File: src/inc/fmr_pkg.sv
// fault mask, status word and readback register group: shared constants
// assumes a 16-bit serial frame: address, write flag, data, odd parity
`default_nettype none
package fmr_pkg;
	// ******************************************
	// frame layout
	// ******************************************
	localparam int          WORD_W     = 16;
	localparam int          ADDR_LSB   = 11;
	localparam int          WR_BIT     = 10;
	localparam logic [4:0]  FRAME_BITS = 5'h10;
	localparam logic [4:0]  CNT_MAX    = 5'h1f;
	// ******************************************
	// register addresses
	// ******************************************
	localparam logic [4:0]  ADDR_MASK   = 5'h1c;
	localparam logic [4:0]  ADDR_RBSEL  = 5'h1d;
	localparam logic [4:0]  ADDR_DEMAND = 5'h1e;
	localparam logic [4:0]  ADDR_RBDATA = 5'h1f;
	// ******************************************
	// field positions
	// ******************************************
	localparam int          MASK_LSB = 1;
	localparam int          DGS_LSB  = 8;
	localparam int          DSR_BIT  = 7;
	localparam int          LBR_BIT  = 5;
	localparam int          CKS_BIT  = 4;
	localparam int          RBS_LSB  = 1;
	localparam int          DEM_LSB  = 1;
	localparam logic [9:0]  CURLIM_OR = 10'h01f;
	localparam logic        POR_RST   = 1'h1;
	// sync chain reset equals idle pins: select high, sck low, no false edge
	localparam logic [2:0]  SYNC_RST  = 3'h4;
	// ******************************************
	// codes
	// ******************************************
	localparam logic [1:0]  DGS_FLAG   = 2'h0;
	localparam logic [1:0]  DGS_TACHO  = 2'h1;
	localparam logic [1:0]  DGS_PULSE  = 2'h2;
	localparam logic [1:0]  DGS_PTACHO = 2'h3;
	localparam logic [1:0]  CM_CURRENT = 2'h2;
	localparam logic [1:0]  CM_OPEN    = 2'h3;
	localparam logic [2:0]  RBS_FAULT_OUTPUT_PIN   = 3'h0;
	localparam logic [2:0]  RBS_SPEED  = 3'h1;
	localparam logic [2:0]  RBS_CURR   = 3'h2;
	localparam logic [2:0]  RBS_VOLT   = 3'h3;
	localparam logic [2:0]  RBS_TEMP   = 3'h4;
	localparam logic [2:0]  RBS_DEMAND = 3'h5;
	localparam logic [2:0]  RBS_DUTY   = 3'h6;
	localparam logic [2:0]  RBS_ADV    = 3'h7;

	typedef enum logic {FMR_IDLE, FMR_SHIFT} fmr_state_e;

	// maskable sources: watchdog .. drain-source, msb first
	typedef struct packed {
		logic [8:0] maskable;
		logic       pump_undervolt;
		logic       current_limit_hit;
	} fmr_flt_s;

	typedef struct packed {
		logic       speed_overrange;
		logic [2:0] boot_fault;
		logic [5:0] vds_fault;
		logic [9:0] speed;
		logic [9:0] supply_current;
		logic [9:0] supply_volt;
		logic [9:0] chip_temp;
		logic [9:0] peak_duty;
		logic [9:0] phase_adv;
	} fmr_meas_s;

	typedef struct packed {
		logic [1:0] fault_output_pin_pin_select;
		logic       read_clear_dis;
		logic       lin_rate_select;
		logic       sdo_idle_select;
		logic [2:0] readback_source;
	} fmr_cfg_s;
endpackage
`default_nettype wire

File: src/core/fmr_clk_div.sv
// free running divider producing a square wave
// assumes the system clock; half period is HALF cycles
`default_nettype none
module fmr_clk_div #(
	parameter int unsigned W    = 8,
	parameter int unsigned HALF = 4
) (
	input  wire logic i_clk_sys,
	input  wire logic i_arst_n,
	output logic      o_clk_div
);
	logic [W-1:0] cnt_r;
	logic [W-1:0] cnt_nxt;
	logic         out_r;
	logic         out_nxt;

	always_comb begin
		cnt_nxt = cnt_r + W'(1);
		out_nxt = out_r;
		if (cnt_r == W'(HALF - 1)) begin
			cnt_nxt = '0;
			out_nxt = ~out_r;
		end
	end

	always_ff @(posedge i_clk_sys or negedge i_arst_n) begin
		if (!i_arst_n) begin
			cnt_r <= '0;
			out_r <= 1'h0;
		end else begin
			cnt_r <= cnt_nxt;
			out_r <= out_nxt;
		end
	end

	assign o_clk_div = out_r;
endmodule
`default_nettype wire

File: src/core/fmr_regs.sv
// serial-reached fault mask, status word, readback select, demand, readback
// assumes serial pins from the host and fault/measure inputs on i_clk_sys
//
// Contract
// - mask bit 1 disables that fault's detection, 0 permits it
// - status word holds one latched bit per fault source
// - summary flag is any status fault except current limit hit
// - after reset summary and power-up flags read 1, others 0
// - fault_output_pin pin selector picks fault flag, tacho, pulse or pulsed tacho
// - serial read clears fault bits unless read-clear-disable is set
// - lin rate select chooses 10 kHz at 0, 20 kHz at 1
// - idle sdo is high impedance or divided clock per idle select
// - three-bit readback source selects readback register content
// - current mode uses demand ored with 0x01f
// - open-loop mode uses demand as bridge peak duty
// - peak duty goes to sine generator or straight to bridge
// - source 0 returns overrange, bootstrap and drain-source bits
// - source 1 returns the ten speed bits, overrange only under source 0
// - speed readback stays valid during forward windmill
// - source 2 returns average supply current code
// - source 3 returns supply voltage code
// - source 4 returns chip temperature code
// - source 5 returns last written demand
// - source 6 returns applied bridge peak duty
// - source 7 returns applied phase advance code
// - control mode: 0,1 speed, 2 current, 3 open loop
`default_nettype none
module fmr_regs #(
	parameter int unsigned SDO_DIV_HALF   = 4,
	parameter int unsigned PULSE_DIV_HALF = 128
) (
	input  wire logic              i_clk_sys,
	input  wire logic              i_arst_n,
	input  wire logic              i_serial_select_n,
	input  wire logic              i_sck,
	input  wire logic              i_sdi,
	output logic                   o_sdo,
	output logic                   o_sdo_oe_n,
	input  wire fmr_pkg::fmr_flt_s  i_flt,
	input  wire fmr_pkg::fmr_meas_s i_meas,
	input  wire logic              i_tacho_signal,
	input  wire logic [1:0]        i_control_mode_sel,
	output logic [8:0]             o_fault_mask,
	output logic [15:0]            o_status_word,
	output logic                   o_fault_output_pin,
	output logic                   o_lin_rate_select,
	output logic [9:0]             o_demand_value,
	output logic [9:0]             o_current_limit_code,
	output logic [9:0]             o_peak_duty_cmd,
	output logic                   o_open_loop_active
);
	// ******************************************
	// helpers
	// ******************************************
	function automatic logic [15:0] with_par(input logic [15:1] w);
		with_par = {w, ~^w};
	endfunction

	// ******************************************
	// pin synchronisers
	// ******************************************
	logic [2:0] s1_r, s2_r, s3_r;
	logic [2:0] s1_nxt, s2_nxt, s3_nxt;
	always_comb begin
		s1_nxt = {i_serial_select_n, i_sck, i_sdi};
		s2_nxt = s1_r;
		s3_nxt = s2_r;
	end
	always_ff @(posedge i_clk_sys or negedge i_arst_n) begin
		if (!i_arst_n) begin
			s1_r <= fmr_pkg::SYNC_RST;
			s2_r <= fmr_pkg::SYNC_RST;
			s3_r <= fmr_pkg::SYNC_RST;
		end else begin
			s1_r <= s1_nxt;
			s2_r <= s2_nxt;
			s3_r <= s3_nxt;
		end
	end
	logic sel_n, sdi, sel_fall, sel_rise, sck_rise, sck_fall;
	assign sel_n    = s2_r[2];
	assign sdi      = s2_r[0];
	assign sel_fall = s3_r[2] & ~s2_r[2];
	assign sel_rise = ~s3_r[2] & s2_r[2];
	assign sck_rise = ~s3_r[1] & s2_r[1];
	assign sck_fall = s3_r[1] & ~s2_r[1];

	// ******************************************
	// frame engine
	// ******************************************
	fmr_pkg::fmr_state_e state_r, state_nxt;
	logic [4:0]  cnt_r, cnt_nxt;
	logic [15:0] rx_r, rx_nxt, tx_r, tx_nxt, pend_w_r, pend_w_nxt;
	logic        pend_r, pend_nxt, ans_st_r, ans_st_nxt;
	logic        done, done_ok, done_bad, wr;
	logic [4:0]  addr;
	logic [15:0] status_w;
	logic [9:0]  rb_val;
	fmr_pkg::fmr_cfg_s cfg_r, cfg_nxt;
	logic [8:0]  mask_r, mask_nxt;

	assign addr     = rx_r[fmr_pkg::ADDR_LSB +: 5];
	assign wr       = rx_r[fmr_pkg::WR_BIT];
	assign done     = (state_r == fmr_pkg::FMR_SHIFT) & sel_rise;
	assign done_ok  = done & (cnt_r == fmr_pkg::FRAME_BITS) & (^rx_r);
	assign done_bad = done & ~done_ok;

	always_comb begin
		state_nxt  = state_r;
		cnt_nxt    = cnt_r;
		rx_nxt     = rx_r;
		tx_nxt     = tx_r;
		pend_nxt   = pend_r;
		pend_w_nxt = pend_w_r;
		ans_st_nxt = ans_st_r;
		unique case (state_r)
			fmr_pkg::FMR_IDLE: begin
				if (sel_fall) begin
					state_nxt  = fmr_pkg::FMR_SHIFT;
					cnt_nxt    = '0;
					tx_nxt     = pend_r ? pend_w_r : status_w;
					ans_st_nxt = ~pend_r;
					pend_nxt   = 1'h0;
				end
			end
			fmr_pkg::FMR_SHIFT: begin
				if (sck_rise) begin
					rx_nxt = {rx_r[14:0], sdi};
					if (cnt_r != fmr_pkg::CNT_MAX)
						cnt_nxt = cnt_r + 5'h01;
				end
				if (sck_fall)
					tx_nxt = {tx_r[14:0], 1'h0};
				if (sel_rise) begin
					state_nxt = fmr_pkg::FMR_IDLE;
					// a read frame answers in the next frame
					if (done_ok && !wr) begin
						pend_nxt = 1'h1;
						unique case (addr)
							fmr_pkg::ADDR_MASK:
								pend_w_nxt = with_par({addr, 1'h0, mask_r});
							fmr_pkg::ADDR_RBSEL:
								pend_w_nxt = with_par({addr, 1'h0,
									cfg_r.fault_output_pin_pin_select,
									cfg_r.read_clear_dis, 1'h0,
									cfg_r.lin_rate_select,
									cfg_r.sdo_idle_select,
									cfg_r.readback_source});
							fmr_pkg::ADDR_RBDATA:
								pend_w_nxt = with_par({addr, rb_val});
							default:
								pend_nxt = 1'h0;
						endcase
					end
				end
			end
		endcase
	end
	always_ff @(posedge i_clk_sys or negedge i_arst_n) begin
		if (!i_arst_n) begin
			state_r  <= fmr_pkg::FMR_IDLE;
			cnt_r    <= '0;
			rx_r     <= '0;
			tx_r     <= '0;
			pend_r   <= 1'h0;
			pend_w_r <= '0;
			ans_st_r <= 1'h1;
		end else begin
			state_r  <= state_nxt;
			cnt_r    <= cnt_nxt;
			rx_r     <= rx_nxt;
			tx_r     <= tx_nxt;
			pend_r   <= pend_nxt;
			pend_w_r <= pend_w_nxt;
			ans_st_r <= ans_st_nxt;
		end
	end

	// ******************************************
	// configuration registers
	// ******************************************
	logic [9:0] demand_r, demand_nxt;
	always_comb begin
		mask_nxt   = mask_r;
		cfg_nxt    = cfg_r;
		demand_nxt = demand_r;
		if (done_ok) begin
			if (wr && addr == fmr_pkg::ADDR_MASK)
				mask_nxt = rx_r[fmr_pkg::MASK_LSB +: 9];
			if (wr && addr == fmr_pkg::ADDR_RBSEL) begin
				cfg_nxt.fault_output_pin_pin_select = rx_r[fmr_pkg::DGS_LSB +: 2];
				cfg_nxt.read_clear_dis  = rx_r[fmr_pkg::DSR_BIT];
				cfg_nxt.lin_rate_select = rx_r[fmr_pkg::LBR_BIT];
				cfg_nxt.sdo_idle_select = rx_r[fmr_pkg::CKS_BIT];
				cfg_nxt.readback_source = rx_r[fmr_pkg::RBS_LSB +: 3];
			end
			if (addr == fmr_pkg::ADDR_DEMAND)
				demand_nxt = rx_r[fmr_pkg::DEM_LSB +: 10];
		end
	end
	always_ff @(posedge i_clk_sys or negedge i_arst_n) begin
		if (!i_arst_n) begin
			mask_r   <= '0;
			cfg_r    <= '0;
			demand_r <= '0;
		end else begin
			mask_r   <= mask_nxt;
			cfg_r    <= cfg_nxt;
			demand_r <= demand_nxt;
		end
	end

	// ******************************************
	// status latches
	// ******************************************
	logic [11:0] st_r, st_nxt, st_set;
	logic        por_r, por_nxt, clr, ff;
	logic [8:0]  flt_det;
	assign flt_det = i_flt.maskable & ~mask_r;
	assign st_set  = {done_bad, i_flt.pump_undervolt,
		i_flt.current_limit_hit, flt_det};
	// only a completed status answer clears
	assign clr = done_ok & ans_st_r & ~cfg_r.read_clear_dis;
	always_comb begin
		st_nxt  = (st_r & ~{12{clr}}) | st_set;
		por_nxt = por_r & ~clr;
	end
	always_ff @(posedge i_clk_sys or negedge i_arst_n) begin
		if (!i_arst_n) begin
			st_r  <= '0;
			por_r <= fmr_pkg::POR_RST;
		end else begin
			st_r  <= st_nxt;
			por_r <= por_nxt;
		end
	end
	// current limit kept out of summary
	assign ff = por_r | st_r[11] | st_r[10] | (|st_r[8:0]);
	assign status_w = with_par({ff, por_r, st_r[11:9], 1'h0, st_r[8:0]});

	// ******************************************
	// readback mux and demand use
	// ******************************************
	always_comb begin
		unique case (cfg_r.readback_source)
			fmr_pkg::RBS_FAULT_OUTPUT_PIN: rb_val = {i_meas.speed_overrange,
				i_meas.boot_fault, i_meas.vds_fault};
			fmr_pkg::RBS_SPEED:  rb_val = i_meas.speed;
			fmr_pkg::RBS_CURR:   rb_val = i_meas.supply_current;
			fmr_pkg::RBS_VOLT:   rb_val = i_meas.supply_volt;
			fmr_pkg::RBS_TEMP:   rb_val = i_meas.chip_temp;
			fmr_pkg::RBS_DEMAND: rb_val = demand_r;
			fmr_pkg::RBS_DUTY:   rb_val = i_meas.peak_duty;
			fmr_pkg::RBS_ADV:    rb_val = i_meas.phase_adv;
		endcase
	end

	logic [9:0] curlim_r, duty_r;
	logic       open_r;
	always_ff @(posedge i_clk_sys or negedge i_arst_n) begin
		if (!i_arst_n) begin
			curlim_r <= fmr_pkg::CURLIM_OR;
			duty_r   <= '0;
			open_r   <= 1'h0;
		end else begin
			curlim_r <= demand_r | fmr_pkg::CURLIM_OR;
			open_r   <= (i_control_mode_sel == fmr_pkg::CM_OPEN);
			duty_r   <= demand_r;
		end
	end
	// ******************************************
	// pins
	// ******************************************
	logic sdo_clk, pulse;
	fmr_clk_div #(.W(8), .HALF(SDO_DIV_HALF)) u_sdo_div (
		.i_clk_sys (i_clk_sys),
		.i_arst_n  (i_arst_n),
		.o_clk_div (sdo_clk)
	);
	fmr_clk_div #(.W(8), .HALF(PULSE_DIV_HALF)) u_pulse_div (
		.i_clk_sys (i_clk_sys),
		.i_arst_n  (i_arst_n),
		.o_clk_div (pulse)
	);
	logic sdo_r, sdo_nxt, oe_n_r, oe_n_nxt, pin_r, pin_nxt;
	always_comb begin
		if (state_r == fmr_pkg::FMR_SHIFT) begin
			sdo_nxt  = tx_r[15];
			oe_n_nxt = 1'h0;
		end else begin
			sdo_nxt  = cfg_r.sdo_idle_select & sdo_clk;
			oe_n_nxt = ~cfg_r.sdo_idle_select;
		end
		unique case (cfg_r.fault_output_pin_pin_select)
			fmr_pkg::DGS_FLAG:   pin_nxt = ~ff;
			fmr_pkg::DGS_TACHO:  pin_nxt = i_tacho_signal;
			fmr_pkg::DGS_PULSE:  pin_nxt = ~ff & pulse;
			fmr_pkg::DGS_PTACHO: pin_nxt = ~ff & i_tacho_signal;
		endcase
	end
	always_ff @(posedge i_clk_sys or negedge i_arst_n) begin
		if (!i_arst_n) begin
			sdo_r  <= 1'h0;
			oe_n_r <= 1'h1;
			pin_r  <= 1'h0;
		end else begin
			sdo_r  <= sdo_nxt;
			oe_n_r <= oe_n_nxt;
			pin_r  <= pin_nxt;
		end
	end

	assign o_sdo                = sdo_r;
	assign o_sdo_oe_n           = oe_n_r;
	assign o_fault_output_pin   = pin_r;
	assign o_fault_mask         = mask_r;
	assign o_status_word        = status_w;
	// baud rate choice to lin interface
	assign o_lin_rate_select    = cfg_r.lin_rate_select;
	assign o_demand_value       = demand_r;
	assign o_current_limit_code = curlim_r;
	assign o_peak_duty_cmd      = duty_r;
	assign o_open_loop_active   = open_r;
endmodule
`default_nettype wire

File: config.mk
export PLATFORM = sky130hd
export DESIGN_NAME = fmr_regs
export DESIGN_NICKNAME = d
export VERILOG_FILES = /design/src/inc/fmr_pkg.sv /design/src/core/fmr_clk_div.sv /design/src/core/fmr_regs.sv
export SDC_FILE = /design/constraint.sdc
export NUM_CORES = 1
export LEC_CHECK = 0
export BUFFER_PORTS_ARGS = -buffer_cell sky130_fd_sc_hd__buf_4
export CAP_MARGIN = 10
export CORE_ASPECT_RATIO = 0.5
export CORE_MARGIN = 10
export CORE_UTILIZATION = 34
export CTS_BUF_LIST = sky130_fd_sc_hd__clkbuf_8
export CTS_CLUSTER_SIZE = 10
export DETAILED_ROUTE_END_ITERATION = 10
export GPL_TIMING_DRIVEN = 0
export HOLD_SLACK_MARGIN = 0.03
export PLACE_DENSITY = 0.55
export SYNTH_ARGS = -nofsm -noshare
export SYNTH_HDL_FRONTEND = slang
export SYNTH_HIERARCHICAL = 1
export SYNTH_SLANG_ARGS = --single-unit
File: constraint.sdc
create_clock -name i_clk_sys -period 6.5 [get_ports i_clk_sys]
set_clock_uncertainty 0.15 [all_clocks]
set_input_delay 0.325 -clock i_clk_sys [delete_from_list [all_inputs] [get_ports i_clk_sys]]
set_output_delay 0.325 -clock i_clk_sys [all_outputs]
set_load 0.05 [all_outputs]
==> key figures <==
Synth
  • Post-Synth Simple-Gate Area: 10.97%
  • Multiplexer area fraction after synthesis: between 10% and 20%
  • Part of the Yosys area used for sequential elements: 48.85%
  • Primary FF master, synth: dfrtp_1
  • Flop and latch count out of synthesis: 136
  • Post-Synthesis Cells: 656
  • Top cell type by total area after synthesis: dfrtp_1
  • Main combinational cell family by area after synthesis: compound AO/OA/AOI/OAI gates
  • Synth Area in XOR/XNOR: 8.459%
  • Post-synth top area share: ~47%
  • Cell Area, Synth: 6982 sq um
  • Number of flops mapped to enable cells by yosys: 0
  • Post-synthesis adder-cell area fraction: 3.405%
  • Top area cells in the synthesized netlist: dfrtp_1 47%, mux2_2 8.4%, xnor2_1 6.0%
  • Synthesis Warnings: 6
  • Post-synthesis cell type count: 55
  • Fraction of registers with async set/reset: 100.0%
  • Syn_area_per_cell: 10.64 sq um
  • Post-synthesis compound-gate area fraction: 11.77%

Cells and area
  • Non-Filler Instances: 1120
  • Nets@finish: 948
  • Area grow syn2layout: 29.21%
  • Post-layout util: 45.52%
  • FILL cells: around 1900
  • Share of cells above drive strength 1: between 30% and 40%

Clock tree
  • TritonCTS clock tree: yes
  • H-Tree Level Count: 4
  • Sink Count: 136
  • Clock Tree Buf Depth: 2
  • Clock Latency Late Sink: 0.44 ns
  • Post-CTS Resized: 0
  • Inserted Clock Buffers: 17
  • Worst-path clk slew: 0.09 ns
  • Clock root cell: clkbuf_8

Worst hold path
  • Hold Crit Class: reg -> reg

STA
  • Post-layout min period: 3.277 ns
  • Hold Vio Cnt, Final: 0
  • Relative max-transition margin: 21.72%
  • Max Clk Rate: between 0.3 and 0.4 GHz
  • Total negative slack: 0 ns
  • Worst-Margin Slew: 1.162 ns
  • Final Max Tran Viols: 0
  • Unrepaired setup endpoints after global routing: false
  • Setup Viol. Count Final: 0
  • Final period util: 50.42%

Route
  • Routed via count: 5366
  • 1st-iter DRT viols: 250
  • DR vias/cell: approximately 4.8
  • ANT nets after route: 0
  • Wire length per cell: approximately 18 um
  • Final wirelength: about 20 mm
  • Remaining DRCs: 0
  • Drt pass-1 iters: 5

Power and ir drop
  • Leak: 4.346 nW
  • Pwr dens: 222.9 nW/um^2
  • Max VDD drop: approximately 0.12 mV

GRT
  • First-pass GRT wire length: ~31 mm
  • Grt ovf: 0
  • Global-route usage over all layers: 14.57%
  • Vias in the first global route: 5517
  • Largest net degree at the start of global routing: 88
  • Antenna violations before repair: 0

Floorplanning
  • Die width: 222.7 um
  • Starting Density: 35.23%
  • Site Rows: 36
  • Die area: 27010 sq um
  • Chip Height: 121.3 um
  • Io pins: 149
  • Core area: 19820 sq um

Worst setup path
  • Critical path type: reg -> reg
  • Worst setup SP type: flop
  • Critical Path AT: 3.49 ns
  • Crit path capture type: flop
  • Worst Path Required: approximately 6.7 ns
  • Crit path max fanout: 10

Run
  • Max_cap viols: 0

Place
  • GPL Wtd Cong: around 0.80
  • Count of input and output buffers: 142
  • DP Wirelength: 15.42 mm
  • Placed Cells: 1069

Outcome
  • Status: finished clean
==> flip-flops by register name (all words and copies together) (netlist names), 5 cells and up <==
signal / count
o_peak_duty_cmd: 9
st_r: 12
o_fault_mask: 9
pend_w_r: 16
cfg_r: 7
u_sdo_div/cnt_r: 8
rx_r: 16
o_demand_value: 10
tx_r: 16
u_pulse_div/cnt_r: 8
cnt_r: 5
==> Yosys cell counts, drive strengths merged, types with 4 or more instances <==
| cell type | n |
|---|---|
| nor2 | 38 |
| xnor2 | 49 |
| and2 | 7 |
| nand3 | 10 |
| a22oi | 22 |
| nor3 | 4 |
| o21ai | 54 |
| ha | 19 |
| inv | 29 |
| or3 | 5 |
| a21oi | 32 |
| clkbuf | 12 |
| and3 | 4 |
| nand2 | 71 |
| mux2i | 17 |
| xor2 | 15 |
| buf | 30 |
| a221oi | 8 |
| mux2 | 54 |
| dfrtp | 130 |
| dfstp | 6 |
==> placed cells by master (no fill, tap or decap), types with 4 or more instances in the layout <==
master	count
dlygate4sd3_1	18
xor2_1	15
mux2_2	52
or3_1	5
ha_1	19
nand3_1	8
dfstp_2	6
buf_6	5
conb_1	6
a221oi_1	8
a21oi_1	32
inv_6	5
buf_4	156
nand2_1	71
and3_1	4
buf_1	4
mux2i_1	17
a22oi_1	22
dfrtp_1	130
inv_1	29
o21ai_0	40
and2_1	6
buf_2	7
clkbuf_8	18
nor2_1	35
xnor2_1	48
clkbuf_1	12
o21ai_1	14
==> worst max-delay path: stages, from the launching register on <==
cell,delay [ns]
dfrtp_1,0.46
ha_1,0.22
buf_2,0.19
buf_1,0.29
a221oi_1,0.34
a21oi_1,0.08
a221oi_1,0.46
a21oi_1,0.21
xnor2_1,0.24
xnor2_1,0.16
xnor3_1,0.27
o21ai_1,0.14
==> power by group <==
part | leakage [nW] | internal, mW | total [mW] | switching, mW
clock network | 0.199 | 0.362 | 0.731 | 0.369
logic | 2.46 | 0.158 | 0.309 | 0.151
registers | 1.69 | 0.905 | 0.971 | 0.0659
total | 4.35 | 1.42 | 2.01 | 0.586
==> repair_timing <==
item / in CTS / in global routing
setup buffers: 0 / 0
endpoints found under the hold margin: 65 / 0
hold buffers: 18 / 0
==> layout make-up <==
type / instances / area [sq um] / area share, %
sequential: 136 / 3411 / 37.81
antenna: 1 / 2.502 / 0.02774
clock inverter: 14 / 163.9 / 1.817
timing repair buffer: 161 / 1277 / 14.16
buffer: 42 / 252.7 / 2.802
tap: 266 / 332.8 / 3.689
multi-input combinational: 453 / 3224 / 35.74
inverter: 29 / 108.9 / 1.207
clock buffer: 18 / 247.7 / 2.746
==> cells by family after synthesis <==
logic type                 count (synthesis)
AOI/OAI and AO/OA                        134
xor gates and xnor gates                  65
and+or+nand+nor                          158
other                                      2
buffers and inverters                     71
DFF                                      136
muxes                                     71
adders and majority gates                 19
==> routing by layer <==
layer	part of all wire, %	routed length [um]	track usage [%]	vias up
li1	-	-	-	2639
met1	48	9707	20.25	2614
met2	47	9392	22.47	101
met3	3.9	787	3.006	12
met4	0.84	168	3.987	0
met5	0	0	0	-
==> per-stage QoR <==
stage | setup WS, ns | hold WS (ns) | power [mW] | instance area [sq um]
after floorplan | 3.569 | -0.1206 | 1.158 | 6997
after CTS | 3.237 | 0.1865 | 2.035 | 9019
after global placement | 3.336 | 0.1857 | 1.284 | 8396
after global routing | 2.968 | 0.2033 | 2.109 | 9019
final | 3.223 | 0.1957 | 2.011 | 9021
after detailed placement | 3.279 | 0.1521 | 1.290 | 8427
==> worst paths after layout <==
| path | start | to | slack (ns) | cells after the start |
|---|---|---|---|---|
| min in group asynchronous | i_arst_n | o_open_loop_active$_DFF_PN0_ | 0.25 | 2 |
| worst max register to register | cfg_r[0]$_DFFE_PN0P_ | pend_w_r[0]$_DFFE_PN0P_ | 3.22 | 11 |
| worst min register to register | s1_r[1]$_DFF_PN0_ | s2_r[1]$_DFF_PN0_ | 0.20 | 0 |
| max in group asynchronous | i_arst_n | ans_st_r$_DFFE_PN1P_ | 5.14 | 3 |
| worst min-delay path | s1_r[1]$_DFF_PN0_ | s2_r[1]$_DFF_PN0_ | 0.20 | 0 |
| worst max-delay path | cfg_r[0]$_DFFE_PN0P_ | pend_w_r[0]$_DFFE_PN0P_ | 3.22 | 11 |
Note: power is estimated with default switching activity, not from simulation.
